`config.mk`:
```
export PLATFORM = sky130hd
export DESIGN_NAME = wsl_link_io
export DESIGN_NICKNAME = d
export VERILOG_FILES = /design/src/common/wsl_pkg.sv /design/src/rtl/wsl_link_io.sv /design/src/rtl/wsl_uart.sv
export SDC_FILE = /design/constraint.sdc
export NUM_CORES = 1
export LEC_CHECK = 0
export BUFFER_PORTS_ARGS = -buffer_cell sky130_fd_sc_hd__buf_4
export CAP_MARGIN = 20
export CORE_ASPECT_RATIO = 1.75
export CORE_MARGIN = 3
export CORE_UTILIZATION = 52
export CTS_CLUSTER_DIAMETER = 100
export CTS_CLUSTER_SIZE = 12
export DETAILED_ROUTE_END_ITERATION = 10
export PLACE_DENSITY = 0.83
export SLEW_MARGIN = 10
export SYNTH_ARGS = -nofsm -noshare
export SYNTH_HDL_FRONTEND = slang
export SYNTH_SLANG_ARGS = --single-unit
```
`constraint.sdc`:
```
create_clock -name clk -period 3.12 [get_ports clk]
set_clock_uncertainty 0.2 [all_clocks]
set_input_delay 0.312 -clock clk [delete_from_list [all_inputs] [get_ports clk]]
set_output_delay 0.312 -clock clk [all_outputs]
set_load 0.01 [all_outputs]
```
`src/common/wsl_pkg.sv`:
```
/*
 * shared constants, types and register map of the wireless serial link pin block.
 * assumes a 20 MHz system clock and one synchronous active-high reset.
 */
package wsl_pkg;
   // timing
   localparam int CLK_HZ = 20_000_000;
   localparam int BAUD = 38400;
   localparam int BIT_CYC = CLK_HZ / BAUD;
   localparam int HALF_CYC = BIT_CYC / 2;
   localparam int DATA_BITS = 8;

   // register byte offsets
   localparam logic [4:0] REG_CTRL = 5'h00;
   localparam logic [4:0] REG_STATUS = 5'h04;
   localparam logic [4:0] REG_IRQ_STAT = 5'h08;
   localparam logic [4:0] REG_IRQ_MASK = 5'h0c;
   localparam logic [4:0] REG_CFG_RX = 5'h10;
   localparam logic [4:0] REG_CFG_TX = 5'h14;
   localparam logic [4:0] REG_HS_LOCAL = 5'h18;

   // control fields
   localparam int CTRL_DCE = 0;
   localparam int CTRL_MASTER = 1;
   localparam logic [1:0] CTRL_RST = 2'h0;

   // status fields
   localparam int ST_LINKED = 0;
   localparam int ST_DISC = 1;
   localparam int ST_CFG_FULL = 2;
   localparam int ST_TX_PEND = 3;
   localparam int ST_FRAME_ERR = 4;

   // interrupt fields
   localparam int IRQ_W = 3;
   localparam int IRQ_UP = 0;
   localparam int IRQ_DOWN = 1;
   localparam int IRQ_CFG = 2;
   localparam logic [IRQ_W-1:0] IRQ_RST = 3'h0;

   // handshake line bits: ring, terminal ready, carrier, set ready
   localparam int HS_RI = 0;
   localparam int HS_DTR = 1;
   localparam int HS_DCD = 2;
   localparam int HS_DSR = 3;
   localparam logic [3:0] HS_OE_DTE = 4'h2;
   localparam logic [3:0] HS_OE_DCE = 4'hd;

   typedef logic [3:0] wsl_hs_t;

   typedef struct packed {
      logic valid;
      logic [7:0] data;
   } wsl_byte_s;

   typedef struct packed {
      logic valid;
      logic [15:0] sample;
   } wsl_voice_s;

   typedef enum logic [1:0] {
      LNK_CFG = 2'b00,
      LNK_ON = 2'b01,
      LNK_DROP = 2'b10
   } wsl_link_e;
endpackage : wsl_pkg

```
`src/rtl/wsl_link_io.sv`:
```
/*
 * host pin side of the wireless serial link unit: serial port with flow control,
 * link status and disconnect lines, handshake emulation, voice gating, Avalon-MM
 * register slave with interrupt.
 * assumes the radio side is synchronous logic on clk; host pins are asynchronous.
 */
// Chosen here: register access over Avalon-MM and the address map.
// Overview of operation
// - tx and rts out, rx and cts in
// - disconnect line high closes and refuses links
// - link status pin follows connection state
// - handshake emulation role set by configuration
// - terminal role: ri/dcd/dsr in, dtr out
// - handshake levels carried apart from data
// - data and voice pass transparently when linked
// - default setup forwards data once linked
// - config bytes only while unlinked
// - one link, acting as master or slave
// - serial fixed at 38400 8N1 with flow
`timescale 1ns/1ps
module wsl_link_io #(
   parameter int BIT_CYC = wsl_pkg::BIT_CYC
) (
   // clock and reset
   input wire logic clk,
   input wire logic rst,
   // avalon-mm slave
   input wire logic [4:0] avsAddress,
   input wire logic avsRead,
   input wire logic avsWrite,
   input wire logic [31:0] avsWriteData,
   output logic [31:0] avsReadData,
   output logic avsWaitRequest,
   output logic irq,
   // host serial pins
   input wire logic uartRxPin,
   output logic uartTxPin,
   output logic rtsNPin,
   input wire logic ctsNPin,
   // host general purpose lines
   input wire logic discReqPin,
   output logic linkUpPin,
   input wire wsl_pkg::wsl_hs_t hsIn,
   output wsl_pkg::wsl_hs_t hsOut,
   output wsl_pkg::wsl_hs_t hsOe,
   // radio side
   input wire logic radioUp,
   output logic radioAllow,
   output logic radioDrop,
   output logic radioMaster,
   output wsl_pkg::wsl_byte_s linkTx,
   input wire logic linkTxReady,
   input wire wsl_pkg::wsl_byte_s linkRx,
   output logic linkRxReady,
   input wire wsl_pkg::wsl_hs_t peerHs,
   output wsl_pkg::wsl_hs_t hsToPeer,
   // voice channel
   input wire wsl_pkg::wsl_voice_s voiceIn,
   output wsl_pkg::wsl_voice_s voiceToLink,
   input wire wsl_pkg::wsl_voice_s voiceFromLink,
   output wsl_pkg::wsl_voice_s voiceOut
);
   import wsl_pkg::*;

   localparam int NS = 7;

   logic [NS-1:0] pinRaw;
   logic [NS-1:0] sync1_q;
   logic [NS-1:0] sync2_q;
   logic rxS;
   logic ctsNS;
   logic discS;
   wsl_hs_t hsS;

   wsl_link_e lnk_q;
   logic [1:0] ctrl_q;
   logic [IRQ_W-1:0] irqStat_q;
   logic [IRQ_W-1:0] irqMask_q;
   logic [IRQ_W-1:0] irqEv;
   logic [7:0] cfgRx_q;
   logic cfgFull_q;
   logic txPend_q;
   logic [7:0] txByte_q;
   logic txStart_q;
   logic txBusy;
   logic txLine;
   logic rxValid;
   logic [7:0] rxData;
   logic rxFrameErr;
   logic frameErr_q;
   wsl_hs_t hsOeNext;
   logic wrAcc;
   logic rdAcc;
   logic rxAccept;
   logic cfgTxWr;
   logic cfgPop;

   // every host pin passes two flops; only the second stage is read
   assign pinRaw = {hsIn, discReqPin, ctsNPin, uartRxPin};
   generate
      for (genvar i = 0; i < NS; i++) begin : g_sync
         always_ff @(posedge clk) begin
            if (rst) begin
               sync1_q[i] <= (i == 0 || i == 1) ? 1'b1 : 1'b0;
               sync2_q[i] <= (i == 0 || i == 1) ? 1'b1 : 1'b0;
            end else begin
               sync1_q[i] <= pinRaw[i];
               sync2_q[i] <= sync1_q[i];
            end
         end
      end
   endgenerate
   assign rxS = sync2_q[0];
   assign ctsNS = sync2_q[1];
   assign discS = sync2_q[2];
   assign hsS = sync2_q[6:3];

   // bus handshake: one wait cycle, then a single accept cycle
   assign wrAcc = avsWrite && !avsWaitRequest;
   assign rdAcc = avsRead && !avsWaitRequest;
   assign cfgTxWr = wrAcc && avsAddress == REG_CFG_TX;
   assign cfgPop = rdAcc && avsAddress == REG_CFG_RX;
   assign rxAccept = linkRx.valid && linkRxReady;

   always_ff @(posedge clk) begin
      if (rst) begin
         avsWaitRequest <= 1'b1;
      end else begin
         avsWaitRequest <= !((avsRead || avsWrite) && avsWaitRequest);
      end
   end

   always_ff @(posedge clk) begin
      if (rst) begin
         avsReadData <= 32'h0000_0000;
      end else if ((avsRead || avsWrite) && avsWaitRequest) begin
         unique case (avsAddress)
            REG_CTRL: avsReadData <= {30'h0, ctrl_q};
            REG_STATUS: avsReadData <= {27'h0, frameErr_q, txPend_q, cfgFull_q, discS,
                                        lnk_q == LNK_ON};
            REG_IRQ_STAT: avsReadData <= {29'h0, irqStat_q};
            REG_IRQ_MASK: avsReadData <= {29'h0, irqMask_q};
            REG_CFG_RX: avsReadData <= {23'h0, cfgFull_q, cfgRx_q};
            REG_HS_LOCAL: avsReadData <= {28'h0, hsS};
            default: avsReadData <= 32'h0000_0000;
         endcase
      end
   end

   // role and master/slave selection; reset value is the ready-to-run default
   always_ff @(posedge clk) begin
      if (rst) begin
         ctrl_q <= CTRL_RST;
      end else if (wrAcc && avsAddress == REG_CTRL) begin
         ctrl_q <= avsWriteData[1:0];
      end
   end

   // a single link at a time; disconnect request moves LNK_ON to the drop state unless radioUp falls first
   always_ff @(posedge clk) begin
      if (rst) begin
         lnk_q <= LNK_CFG;
      end else begin
         unique case (lnk_q)
            LNK_CFG: if (radioUp && !discS) lnk_q <= LNK_ON;
            LNK_ON: begin
               if (!radioUp) begin
                  lnk_q <= LNK_CFG;
               end else if (discS) begin
                  lnk_q <= LNK_DROP;
               end
            end
            LNK_DROP: if (!radioUp) lnk_q <= LNK_CFG;
            default: lnk_q <= LNK_CFG;
         endcase
      end
   end

   always_ff @(posedge clk) begin
      if (rst) begin
         radioAllow <= 1'b0;
         radioDrop <= 1'b0;
         radioMaster <= 1'b0;
         linkUpPin <= 1'b0;
      end else begin
         radioAllow <= !discS;
         radioDrop <= discS && radioUp;
         radioMaster <= ctrl_q[CTRL_MASTER];
         linkUpPin <= radioUp;
      end
   end

   // enables taken from the role itself, so levels never lag a role change
   assign hsOeNext = ctrl_q[CTRL_DCE] ? HS_OE_DCE : HS_OE_DTE;

   // handshake emulation: direction set by role, levels sent apart from data
   always_ff @(posedge clk) begin
      if (rst) begin
         hsOe <= HS_OE_DTE;
         hsOut <= 4'h0;
         hsToPeer <= 4'h0;
      end else begin
         hsOe <= hsOeNext;
         hsOut <= (lnk_q == LNK_ON) ? (peerHs & hsOeNext) : 4'h0;
         hsToPeer <= hsS & ~hsOeNext;
      end
   end

   wsl_uart #(
      .BIT_CYC(BIT_CYC)
   ) u_uart (
      .clk(clk),
      .rst(rst),
      .txStart(txStart_q),
      .txData(txByte_q),
      .txBusy(txBusy),
      .txLine(txLine),
      .rxLine(rxS),
      .rxValid(rxValid),
      .rxData(rxData),
      .rxFrameErr(rxFrameErr)
   );

   always_ff @(posedge clk) begin
      if (rst) begin
         uartTxPin <= 1'b1;
         frameErr_q <= 1'b0;
      end else begin
         uartTxPin <= txLine;
         frameErr_q <= rxFrameErr;
      end
   end

   // serial received bytes: to the link when linked, to the command register in LNK_CFG, dropped in LNK_DROP
   always_ff @(posedge clk) begin
      if (rst) begin
         linkTx <= '0;
      end else if (rxValid && lnk_q == LNK_ON && !linkTx.valid) begin
         linkTx <= '{valid: 1'b1, data: rxData};
      end else if (linkTxReady || lnk_q != LNK_ON) begin
         linkTx.valid <= 1'b0;
      end
   end

   always_ff @(posedge clk) begin
      if (rst) begin
         cfgRx_q <= 8'h00;
         cfgFull_q <= 1'b0;
      end else if (rxValid && lnk_q == LNK_CFG && !cfgFull_q) begin
         cfgRx_q <= rxData;
         cfgFull_q <= 1'b1;
      end else if (cfgPop) begin
         cfgFull_q <= 1'b0;
      end
   end

   // host is told to pause while the next byte would have nowhere to go
   always_ff @(posedge clk) begin
      if (rst) begin
         rtsNPin <= 1'b1;
      end else begin
         rtsNPin <= (lnk_q == LNK_ON) ? linkTx.valid :
                    (lnk_q == LNK_CFG) ? cfgFull_q : 1'b1;
      end
   end

   // bytes toward the host: link data when linked, command replies in LNK_CFG, none in LNK_DROP
   always_ff @(posedge clk) begin
      if (rst) begin
         linkRxReady <= 1'b0;
      end else begin
         linkRxReady <= lnk_q == LNK_ON && !txPend_q && !txBusy && !rxAccept;
      end
   end

   always_ff @(posedge clk) begin
      if (rst) begin
         txPend_q <= 1'b0;
         txByte_q <= 8'h00;
         txStart_q <= 1'b0;
      end else begin
         txStart_q <= 1'b0;
         if (rxAccept) begin
            txPend_q <= 1'b1;
            txByte_q <= linkRx.data;
         end else if (cfgTxWr && !txPend_q && lnk_q == LNK_CFG) begin
            txPend_q <= 1'b1;
            txByte_q <= avsWriteData[7:0];
         end else if (txPend_q && !txBusy && !txStart_q && !ctsNS) begin
            txPend_q <= 1'b0;
            txStart_q <= 1'b1;
         end
      end
   end

   // voice frames pass only while linked, in both directions independently
   always_ff @(posedge clk) begin
      if (rst) begin
         voiceToLink <= '0;
         voiceOut <= '0;
      end else begin
         voiceToLink <= '{valid: voiceIn.valid && lnk_q == LNK_ON,
                          sample: voiceIn.sample};
         voiceOut <= '{valid: voiceFromLink.valid && lnk_q == LNK_ON,
                       sample: voiceFromLink.sample};
      end
   end

   // sticky events, write one to clear; a new event wins over its clear
   assign irqEv[IRQ_UP] = lnk_q == LNK_CFG && radioUp && !discS;
   assign irqEv[IRQ_DOWN] = lnk_q != LNK_CFG && !radioUp;
   assign irqEv[IRQ_CFG] = rxValid && lnk_q == LNK_CFG && !cfgFull_q;

   always_ff @(posedge clk) begin
      if (rst) begin
         irqStat_q <= IRQ_RST;
      end else if (wrAcc && avsAddress == REG_IRQ_STAT) begin
         irqStat_q <= (irqStat_q & ~avsWriteData[IRQ_W-1:0]) | irqEv;
      end else begin
         irqStat_q <= irqStat_q | irqEv;
      end
   end

   always_ff @(posedge clk) begin
      if (rst) begin
         irqMask_q <= IRQ_RST;
      end else if (wrAcc && avsAddress == REG_IRQ_MASK) begin
         irqMask_q <= avsWriteData[IRQ_W-1:0];
      end
   end

   always_ff @(posedge clk) begin
      if (rst) begin
         irq <= 1'b0;
      end else begin
         irq <= |(irqStat_q & irqMask_q);
      end
   end

   property p_discRefuse;
      @(posedge clk) disable iff (rst) discReqPin [*3] |=> !radioAllow;
   endproperty
   a_discRefuse: assert property (p_discRefuse)
      else $error("disconnect request did not refuse links");

   property p_discDrop;
      @(posedge clk) disable iff (rst)
         (discReqPin && radioUp) [*4] |-> radioDrop && lnk_q != LNK_ON;
   endproperty
   a_discDrop: assert property (p_discDrop)
      else $error("link not closed under disconnect request");

   property p_linkPin;
      @(posedge clk) disable iff (rst) $rose(radioUp) |=> linkUpPin [*1] ##1 1;
   endproperty
   a_linkPin: assert property (p_linkPin)
      else $error("link status pin late");

   property p_linkLow;
      @(posedge clk) disable iff (rst) !radioUp [*2] |-> !linkUpPin;
   endproperty
   a_linkLow: assert property (p_linkLow)
      else $error("link status high without connection");

   property p_ctsGate;
      @(posedge clk) disable iff (rst) txStart_q |-> $past(!ctsNS);
   endproperty
   a_ctsGate: assert property (p_ctsGate)
      else $error("transmit started while host not clear");

   property p_hsDir;
      @(posedge clk) disable iff (rst)
         ctrl_q[CTRL_DCE] [*2] |-> hsOe == HS_OE_DCE && (hsOut & ~hsOe) == 4'h0;
   endproperty
   a_hsDir: assert property (p_hsDir)
      else $error("handshake directions wrong for role");

   property p_cfgOnly;
      @(posedge clk) disable iff (rst) $rose(cfgFull_q) |-> $past(lnk_q) == LNK_CFG;
   endproperty
   a_cfgOnly: assert property (p_cfgOnly)
      else $error("command byte taken while linked");

   property p_voiceGate;
      @(posedge clk) disable iff (rst)
         voiceToLink.valid |-> $past(voiceIn.valid) && $past(lnk_q) == LNK_ON;
   endproperty
   a_voiceGate: assert property (p_voiceGate)
      else $error("voice forwarded without link");

   property p_irqLevel;
      @(posedge clk) disable iff (rst) (|(irqStat_q & irqMask_q)) [*2] |-> irq;
   endproperty
   a_irqLevel: assert property (p_irqLevel)
      else $error("interrupt not raised for pending event");
endmodule : wsl_link_io

```
`src/rtl/wsl_uart.sv`:
```
/*
 * fixed-format 8N1 serial transmitter and receiver.
 * assumes the receive input is already synchronised to clk.
 */
`timescale 1ns/1ps
module wsl_uart #(
   parameter int BIT_CYC = wsl_pkg::BIT_CYC
) (
   // clock and reset
   input wire logic clk,
   input wire logic rst,
   // transmit side
   input wire logic txStart,
   input wire logic [7:0] txData,
   output logic txBusy,
   output logic txLine,
   // receive side
   input wire logic rxLine,
   output logic rxValid,
   output logic [7:0] rxData,
   output logic rxFrameErr
);
   import wsl_pkg::*;

   localparam int CW = $clog2(BIT_CYC + 1);
   localparam logic [CW-1:0] FULL = CW'(BIT_CYC - 1);
   localparam logic [CW-1:0] HALF = CW'(BIT_CYC / 2);

   logic [CW-1:0] txCnt_q;
   logic [3:0] txBit_q;
   logic [9:0] txSh_q;
   logic [CW-1:0] rxCnt_q;
   logic [3:0] rxBit_q;
   logic [8:0] rxSh_q;
   logic rxAct_q;

   assign txLine = txSh_q[0];

   always_ff @(posedge clk) begin
      if (rst) begin
         txSh_q <= 10'h3ff;
         txBusy <= 1'b0;
         txCnt_q <= '0;
         txBit_q <= 4'h0;
      end else if (!txBusy) begin
         if (txStart) begin
            txSh_q <= {1'b1, txData, 1'b0};
            txBusy <= 1'b1;
            txCnt_q <= FULL;
            txBit_q <= 4'h9;
         end
      end else if (txCnt_q != '0) begin
         txCnt_q <= txCnt_q - 1'b1;
      end else if (txBit_q == 4'h0) begin
         txBusy <= 1'b0;
      end else begin
         txSh_q <= {1'b1, txSh_q[9:1]};
         txBit_q <= txBit_q - 1'b1;
         txCnt_q <= FULL;
      end
   end

   // sample each bit mid-cell; start edge restarts the cell count
   always_ff @(posedge clk) begin
      if (rst) begin
         rxAct_q <= 1'b0;
         rxCnt_q <= '0;
         rxBit_q <= 4'h0;
         rxSh_q <= 9'h000;
         rxValid <= 1'b0;
         rxData <= 8'h00;
         rxFrameErr <= 1'b0;
      end else begin
         rxValid <= 1'b0;
         if (!rxAct_q) begin
            if (!rxLine) begin
               rxAct_q <= 1'b1;
               rxCnt_q <= HALF;
               rxBit_q <= 4'h0;
            end
         end else if (rxCnt_q != '0) begin
            rxCnt_q <= rxCnt_q - 1'b1;
         end else if (rxBit_q == 4'h0 && rxLine) begin
            rxAct_q <= 1'b0;
         end else if (rxBit_q == 4'h9) begin
            rxAct_q <= 1'b0;
            rxValid <= rxLine;
            rxData <= rxSh_q[8:1];
            rxFrameErr <= !rxLine;
         end else begin
            rxSh_q <= {rxLine, rxSh_q[8:1]};
            rxBit_q <= rxBit_q + 1'b1;
            rxCnt_q <= FULL;
         end
      end
   end
endmodule : wsl_uart

```
-- After elaboration in Yosys (flattened, before gate mapping)
Index checks and enable logic that the tools add are counted.
Widths: inputs -> output; s select.
- add/sub/neg operators: 4
- $mul: 0
- div/mod/pow operators: 0
- magnitude comparators: 0
- equal/unequal tests: 22
- shifts and indexed selects: 0
- multiplexer cells: 51
- bitwise operators: 13
- reductions and logical operators: 66
- operators with widths (operator ; number):
    $mux 10 ; 13
    $pmux 9 s6 ; 1
    $mux 4 ; 10
    $logic_and 1x1->1 ; 29
    $reduce_bool 10->1 ; 2
    $sub 10x1->10 const B ; 2
    $mux 1 ; 19
    $mux 8 ; 2
    $eq 5x5->1 const B ; 3
    $ne 2x2->1 const B ; 7
    $logic_not 1->1 ; 12
    $ne 3x3->1 const B ; 4
    $reduce_and 4->1 ; 3
    $eq 5x4->1 const B ; 2
    $reduce_bool 2->1 ; 5
    $reduce_and 3->1 ; 3
    $and 4x4->4 ; 2
    $logic_not 4->1 ; 2
    $mux 2 ; 4
    $and 3x3->3 ; 2
    $or 3x3->3 ; 2
    $pmux 2 s3 ; 1
    $reduce_or 3->1 ; 2
    $eq 5x3->1 const B ; 1
    other kinds (17) ; 23
- flip-flop bits (word level): 199
- bits in latches: 0
- bits in writable memories: 0
- bits in read-only memories: 0
- output and inout bits: 96
- logic and storage cells: 210
- memories: 0

-- Depth between registers and ports, before layout
Gate-level depths: netlist of the first run.
- word-level depth: 7
- mapped depth: 8
- gate-level depth less buffers: 6

-- Hierarchy
A second synthesis of the first run with hierarchy kept.
- cell total of the unflattened synthesis: 744
- area total of the unflattened synthesis: 6982.9 sq um
- modules (own cells, without submodules) (module ; times used ; cells an instance ; area an instance (sq um) ; seq. area each (sq um)):
    wsl_link_io ; 1 ; 408 ; 4080.2 ; 2302.2
    wsl_uart ; 1 ; 336 ; 2902.8 ; 1141.1

-- Worst setup path before layout of the first run
OpenSTA, ideal clock, no wires.
- kind: register -> register
- start: reg u_uart.txCnt_q[0]
- end: reg u_uart.txCnt_q[9]
- arrival: 2.099 ns
- required time: 2.789 ns
- slack: 0.690 ns
- cell stages (with the launch flop): 9
- period minus slack after synthesis: 2.430 ns
- cells stage by stage: dfxtp_1 -> inv_1 -> ha_1 -> or3b_1 -> clkbuf_1 -> or4_1 -> clkbuf_1 -> a2111oi_0 -> nor3_1
- longest elaborated chain between the ends: 3
- elaborated cells between the ends (all ways): 6
- RTL lines (element ; line ; text):
    start, declared ; wsl_uart.sv:29 ; logic [CW-1:0] txCnt_q;
    start signal, assigned ; wsl_uart.sv:53 ; txCnt_q <= txCnt_q - 1'b1;
    $sub 10x1->10 / $reduce_bool 10->1 (equally long branches) ; wsl_uart.sv:53, wsl_uart.sv:52 ;
    $mux 10 / $ne 3x3->1 (equally long branches) ; n/a ;
    $mux 10 / $reduce_and 2->1 (equally long branches) ; n/a ;
Several ways; a longest one is shown, not always the timed one.
A chain may end at the register's enable or synchronous reset.

-- Worst setup path after layout of the first run
Ends and elaborated chain as after synthesis.

==> results.sh, run 1 <==
export IMPL_slew_viol_final=0
export IMPL_synth_edff_count=0
export IMPL_layout_setup_ws_ns=0.431
export IMPL_io_pins=193
export IMPL_grt_pass1_vias=5726
export IMPL_synth_seq_area_share_pct=50.9
export IMPL_cp_arrival_ns=2.78
export IMPL_cp_required_ns=3.21
export IMPL_final_cell_area_sq_mm=0.00905
export IMPL_syn2layout_area_growth_pct=33.8
export IMPL_htreeDepth=4
export IMPL_combPwrFrac_pct=11.6
export IMPL_drv_cap=0
export IMPL_worst_setup_path_end_kind="flop"
export IMPL_die_w_um=92.2
export IMPL_synth_top_area_share_pct=50.9
export IMPL_dp_slack_ns=0.534
export IMPL_final_hold_violation_count=0
export IMPL_postRouteWirelength_um=17000
export IMPL_drtPass1Iterations=5
export IMPL_start_util_pct=53.6
export IMPL_yosysWarnings=0
export IMPL_synth_area_top_cells="dfxtp_1 51%, nor2b_1 4.6%, mux2i_1 4.0%"
export IMPL_grt_overflow=0
export IMPL_tns_ns=0
export IMPL_p_total_w=0.00492
export IMPL_grt_max_degree=78
export IMPL_yosys_area_top_type="dfxtp_1"
export IMPL_path_max_fanout=10
export IMPL_netlist_area_sq_mm=0.00677
export IMPL_dpl_cell_area_sq_mm=0.00789
export IMPL_io_buffers=145
export IMPL_switching_share_pct=25.3
export IMPL_cts_hold_buf=57
export IMPL_coreArea_sq_mm=0.0126
export IMPL_hpwlAfterDp_um=11200
export IMPL_die_area_sq_mm=0.0145
export IMPL_grt_antenna_before_repair=0
export IMPL_tightest_slew_ns=0.801
export IMPL_synth_most_common_cell="dfxtp_1"
export IMPL_rows=54
export IMPL_seqPwrFrac_pct=46.7
export IMPL_drt_initial_drc_count=313
export IMPL_worstSkewPairLatency_ns=0.42
export IMPL_gp_congestion=0.865
export IMPL_clk_path_buf_depth=2
export IMPL_wire_per_inst_um=15.6
export IMPL_cts_resized=0
export IMPL_viasPerCell=5.39
export IMPL_vias=5879
export IMPL_synth_common_cells="172 x dfxtp_1, 51 x a21oi_1, 50 x nor2_1, 50 x nor2b_1, 35 x nand3_1"
export IMPL_clock_fmax_ghz=0.372
export IMPL_die_y_um=157
export IMPL_clkSinkCount=172
export IMPL_clkPwrFrac_pct=41.7
export IMPL_antenna_cells=0
export IMPL_drive_above_1_share_pct=22.0
export IMPL_fin_nets=1013
export IMPL_grt_first_pass_wirelength_um=27100
export IMPL_p_switching_w=0.00125
export IMPL_avgSynthCellArea_sq_um=9.39
export IMPL_slew_headroom_pct=46.2
export IMPL_p_int_w=0.00367
export IMPL_synthFlopType="dfxtp_1"
export IMPL_grt_setup_unrepaired="false"
export IMPL_async_reset_ff_share_pct=0
export IMPL_p_per_area_mw_per_mm2=543
export IMPL_path_clk_slew_ns=0.06
export IMPL_synth_seq_cells=172
export IMPL_status="complete, no violations"
export IMPL_cts_root_buf="clkbuf_16"
export IMPL_ant_nets=0
export IMPL_cts_tree="yes"
export IMPL_grt_usage_pct=23.2
export IMPL_timing_hold_ws_ns=0.0350
export IMPL_synth_cell_types=59
export IMPL_postSynthCellCount=721
export IMPL_worst_setup_path_start_kind="flop"
export IMPL_peakVddDrop_v=0.000438
export IMPL_setup_viol=0
export IMPL_holdCritPathClass="input pin to flop"
export IMPL_period_minus_slack_ns=2.69
export IMPL_post_cts_buffers=0
export IMPL_post_route_period_util_pct=86.2
export IMPL_numCtsBuffers=17
export IMPL_p_leak_nw=3.77
export IMPL_remaining_drc_errors=0
export IMPL_timing_worst_setup_path_type="flop to flop"
-- logic make-up after synthesis --
| group | share of synthesized area, % |
|---|---|
| AO/OA/AOI/OAI | 14.8 |
| adder cells (fa/ha/maj) | 1.11 |
| buffers and inverters | 6.17 |
| flip-flops | 50.9 |
| multiplexers | 4.16 |
| other | 0.0554 |
| AND/OR/NAND/NOR | 22.8 |
-- per-layer routing --
layer / vias up / track usage (%) / part of all wire (%) / routed length, um
li1: 2893 / - / - / -
met5: - / 0 / 0 / 0
met1: 2766 / 24.7 / 37 / 6300
met4: 0 / 9.64 / 3.0 / 506
met3: 38 / 4.59 / 4.4 / 747
met2: 182 / 43.9 / 56 / 9460
-- power groups by stage --
| stage | clock (W) | combinational (W) | sequential, W |
|---|---|---|---|
| finish | 0.00205 | 0.000573 | 0.00230 |
| global route | 0.00218 | 0.000624 | 0.00230 |
| CTS | 0.00209 | 0.000566 | 0.00229 |
| detailed placement | 0 | 0.000499 | 0.00234 |
| global placement | 0 | 0.000492 | 0.00234 |
| floorplan | 0 | 0.000306 | 0.00234 |
-- worst max-delay path, cell delays in order, from the launching register on --
cell and delay, ns:
dfxtp_1 0.34, inv_1 0.06, ha_1 0.20, or3b_1 0.50, or4_1 0.66, a2111oi_0 0.51, nor3_1 0.09
-- cells in the final DEF, fill, tap and decap left out, types with 7 or more instances in the layout --
master	count
dlygate4sd3_1	57
dfxtp_1	172
o21ai_0	27
nor2b_1	50
and2_1	9
nand2_1	33
a221o_1	8
mux2i_1	27
conb_1	23
a211oi_1	14
nand3b_1	11
or3_1	12
a31oi_1	8
and3_1	9
nor3_1	13
or4_1	9
nor2_1	50
nand3_1	35
a21oi_1	51
inv_1	18
a21o_1	7
nand2b_1	11
or2_2	7
buf_4	157
clkbuf_16	17
-- layout make-up --
type	instances	area, sq um
clock inverter	13	130
multi-input combinational	486	2990
tap	168	210
sequential	172	3440
inverter	18	67.6
fill	948	3580
timing repair buffer	215	1760
clock buffer	19	453
-- per-stage QoR --
step / instances / utilization [%]
after global routing: 1091 / 71.7
after detailed placement: 1001 / 62.4
after global placement: 1001 / 62.4
after floorplan: 743 / -
final: 1091 / 71.7
after CTS: 1090 / 71.6
-- final timing paths --
| check | start | to | slack [ns] | cells after the start |
|---|---|---|---|---|
| min reg2reg | ctsNS | txStart_q | 0.22 | 1 |
| max reg2reg | u_uart.txCnt_q[0] | u_uart.txCnt_q[9] | 0.43 | 6 |
| max | u_uart.txCnt_q[0] | u_uart.txCnt_q[9] | 0.43 | 6 |
| min | avsAddress[0] | avsReadData[2] | 0.04 | 4 |
-- sequential cells by signal, indices dropped and copies added, names as in the netlist, 9 cells and up --
signal / count
voiceOut: 17
voiceToLink: 17
u_uart.rxCnt_q: 10
u_uart.txCnt_q: 10
avsReadData: 9
linkTx: 9
u_uart.txSh_q: 9
(Power assumes the default switching activity.)
==> run 2, diff against run 1 <==
--- a/config.mk
+++ b/config.mk
@@ -13,6 +13,7 @@
 export CTS_CLUSTER_DIAMETER = 100
 export CTS_CLUSTER_SIZE = 12
 export DETAILED_ROUTE_END_ITERATION = 10
+export GPL_TIMING_DRIVEN = 0
 export PLACE_DENSITY = 0.83
 export SLEW_MARGIN = 10
 export SYNTH_ARGS = -nofsm -noshare
==> run 2 against run 1 <==
Against the previous run:
- global-route usage up 2.1 points
- flip-flop and latch count unchanged
- core utilization up 1.7 points
- critical path depth up 2
- final cell count up 4.9%
- first-iteration DRC count down 7.0%
- register-to-register slack worse by 0.03 ns
- wire length up 7.9%
- cell area up 2.4%
- total power down 1.2%
- sequential share of layout area down 0.90 points
- largest cell class unchanged
==> results.sh, run 2 (same netlist as run 1, synthesis figures left out) <==
export IMPL_p_leak_nw=3.87
export IMPL_die_w_um=92.2
export IMPL_post_cts_buffers=0
export IMPL_r2r_start="u_uart.txCnt_q[0]"
export IMPL_grt_max_degree=17
export IMPL_drv_cap=0
export IMPL_layout_common_cells="172 x dfxtp_1, 170 x buf_4, 57 x dlygate4sd3_1, 51 x a21oi_1"
export IMPL_clk_path_buf_depth=2
export IMPL_drive_above_1_share_pct=22.5
export IMPL_numCtsBuffers=17
export IMPL_dp_slack_ns=0.453
export IMPL_layout_setup_ws_ns=0.406
export IMPL_grt_pass1_vias=5972
export IMPL_timing_hold_ws_ns=0.0122
export IMPL_grt_setup_unrepaired="false"
export IMPL_die_y_um=157
export IMPL_postRouteWirelength_um=18400
export IMPL_path_clk_slew_ns=0.07
export IMPL_fin_nets=1067
export IMPL_cp_arrival_ns=2.79
export IMPL_hold_end="hsOe[1]"
export IMPL_hpwlAfterDp_um=12700
export IMPL_clkSinkCount=172
export IMPL_nFillCells=919
export IMPL_post_route_period_util_pct=87.0
export IMPL_worst_setup_path_end_kind="flop"
export IMPL_final_hold_violation_count=0
export IMPL_layout_commonest_cell="dfxtp_1"
export IMPL_worst_setup_path_start_kind="flop"
export IMPL_vias=6113
export IMPL_io_pins=193
export IMPL_grt_first_pass_wirelength_um=29000
export IMPL_holdPathStages=2
export IMPL_cts_resized=0
export IMPL_grt_overflow=0
export IMPL_drtPass1Iterations=5
export IMPL_crit_start="u_uart.txCnt_q[0]"
export IMPL_p_per_area_mw_per_mm2=524
export IMPL_rows=54
export IMPL_reg_top3="voiceOut (17), voiceToLink (17)"
export IMPL_setup_viol=0
export IMPL_wire_per_inst_um=16.0
export IMPL_worstSkewPairLatency_ns=0.42
export IMPL_remaining_drc_errors=0
export IMPL_period_minus_slack_ns=2.71
export IMPL_holdCritPathClass="input pin to flop"
export IMPL_cp_required_ns=3.20
export IMPL_hp_start="rst"
export IMPL_p_total_w=0.00486
export IMPL_post_route_util_pct=73.4
export IMPL_gp_congestion=0.910
export IMPL_r2r_slack_ns=0.41
export IMPL_cts_hold_buf=57
export IMPL_reg2reg_to="u_uart.txCnt_q[9]"
export IMPL_htreeDepth=4
export IMPL_grt_usage_pct=25.3
export IMPL_viasPerCell=5.34
export IMPL_cts_tree="yes"
export IMPL_clock_fmax_ghz=0.368
export IMPL_timing_worst_setup_path_type="flop to flop"
export IMPL_rr_worst_depth=8
export IMPL_tightest_slew_ns=0.941
export IMPL_die_area_sq_mm=0.0145
export IMPL_slew_headroom_pct=37.1
export IMPL_drt_initial_drc_count=291
export IMPL_tns_ns=0
export IMPL_coreArea_sq_mm=0.0126
export IMPL_slew_viol_final=0
export IMPL_cts_root_buf="clkbuf_16"
export IMPL_grt_antenna_before_repair=0
export IMPL_status="complete, no violations"
export IMPL_path_max_fanout=10
export IMPL_peakVddDrop_v=0.000368
export IMPL_start_util_pct=53.6
export IMPL_syn2layout_area_growth_pct=37.0
export IMPL_io_buffers=145
export IMPL_ant_nets=0
==> run 2: cell count changes in the layout (fill, tap and decap cells not counted), moves of 2 or more <==
cell	before	now
buf_1	0	4
clkbuf_8	2	0
buf_2	0	4
clkbuf_1	0	34
buf_4	157	170
inv_8	2	0
==> run 2: final cells by class <==
class | count | area (sq um) | share of cell area, %
Antenna cell | 1 | 2.50 | 0.0270
Buffer | 67 | 350 | 3.78
Clock buffer | 17 | 425 | 4.59
Clock inverter | 13 | 120 | 1.30
Inverter | 18 | 67.6 | 0.728
Multi-Input combinational cell | 486 | 3000 | 32.3
Sequential cell | 172 | 3440 | 37.1
Tap cell | 168 | 210 | 2.27
Timing Repair Buffer | 202 | 1660 | 17.9
==> run 2: power by group <==
part,internal (W),switching (W),total [W]
sequential,0.00225,0.0000355,0.00229
clock,0.00110,0.000873,0.00197
combinational,0.000267,0.000333,0.000600
==> run 2: per-layer routing <==
layer | track usage (%) | part of all wire (%) | vias up
met5 | 0 | 0 | -
met4 | 12.8 | 4.2 | 0
met3 | 4.69 | 4.6 | 53
met2 | 47.6 | 54 | 214
met1 | 26.4 | 37 | 2850
li1 | - | - | 2996
==> run 2: critical path, stage by stage (launching register included) <==
cell and delay (ns):
dfxtp_1 0.34, inv_1 0.06, ha_1 0.18, or3b_1 0.35, clkbuf_1 0.21, or4_1 0.53
clkbuf_1 0.17, a2111oi_0 0.43, nor3_1 0.11
==> run 2: worst max-delay path by stage <==
stage	to	slack, ns	depth (start not counted)
floorplan	u_uart.txCnt_q[9]	0.69	8
global placement	u_uart.rxCnt_q[4]	0.44	7
detailed placement	u_uart.rxCnt_q[0]	0.45	8
CTS	u_uart.txCnt_q[9]	0.42	8
global route	u_uart.rxBit_q[3]	0.20	7
finish	u_uart.txCnt_q[9]	0.41	8
==> run 2: metrics by stage <==
step / std cells / area, sq um
6_report: 1144 / 9280
5_1_grt: 1143 / 9270
4_1_cts: 1143 / 9270
3_5_place_dp: 1056 / 8160
3_3_place_gp: 1056 / 8150
2_1_floorplan: 743 / 6850
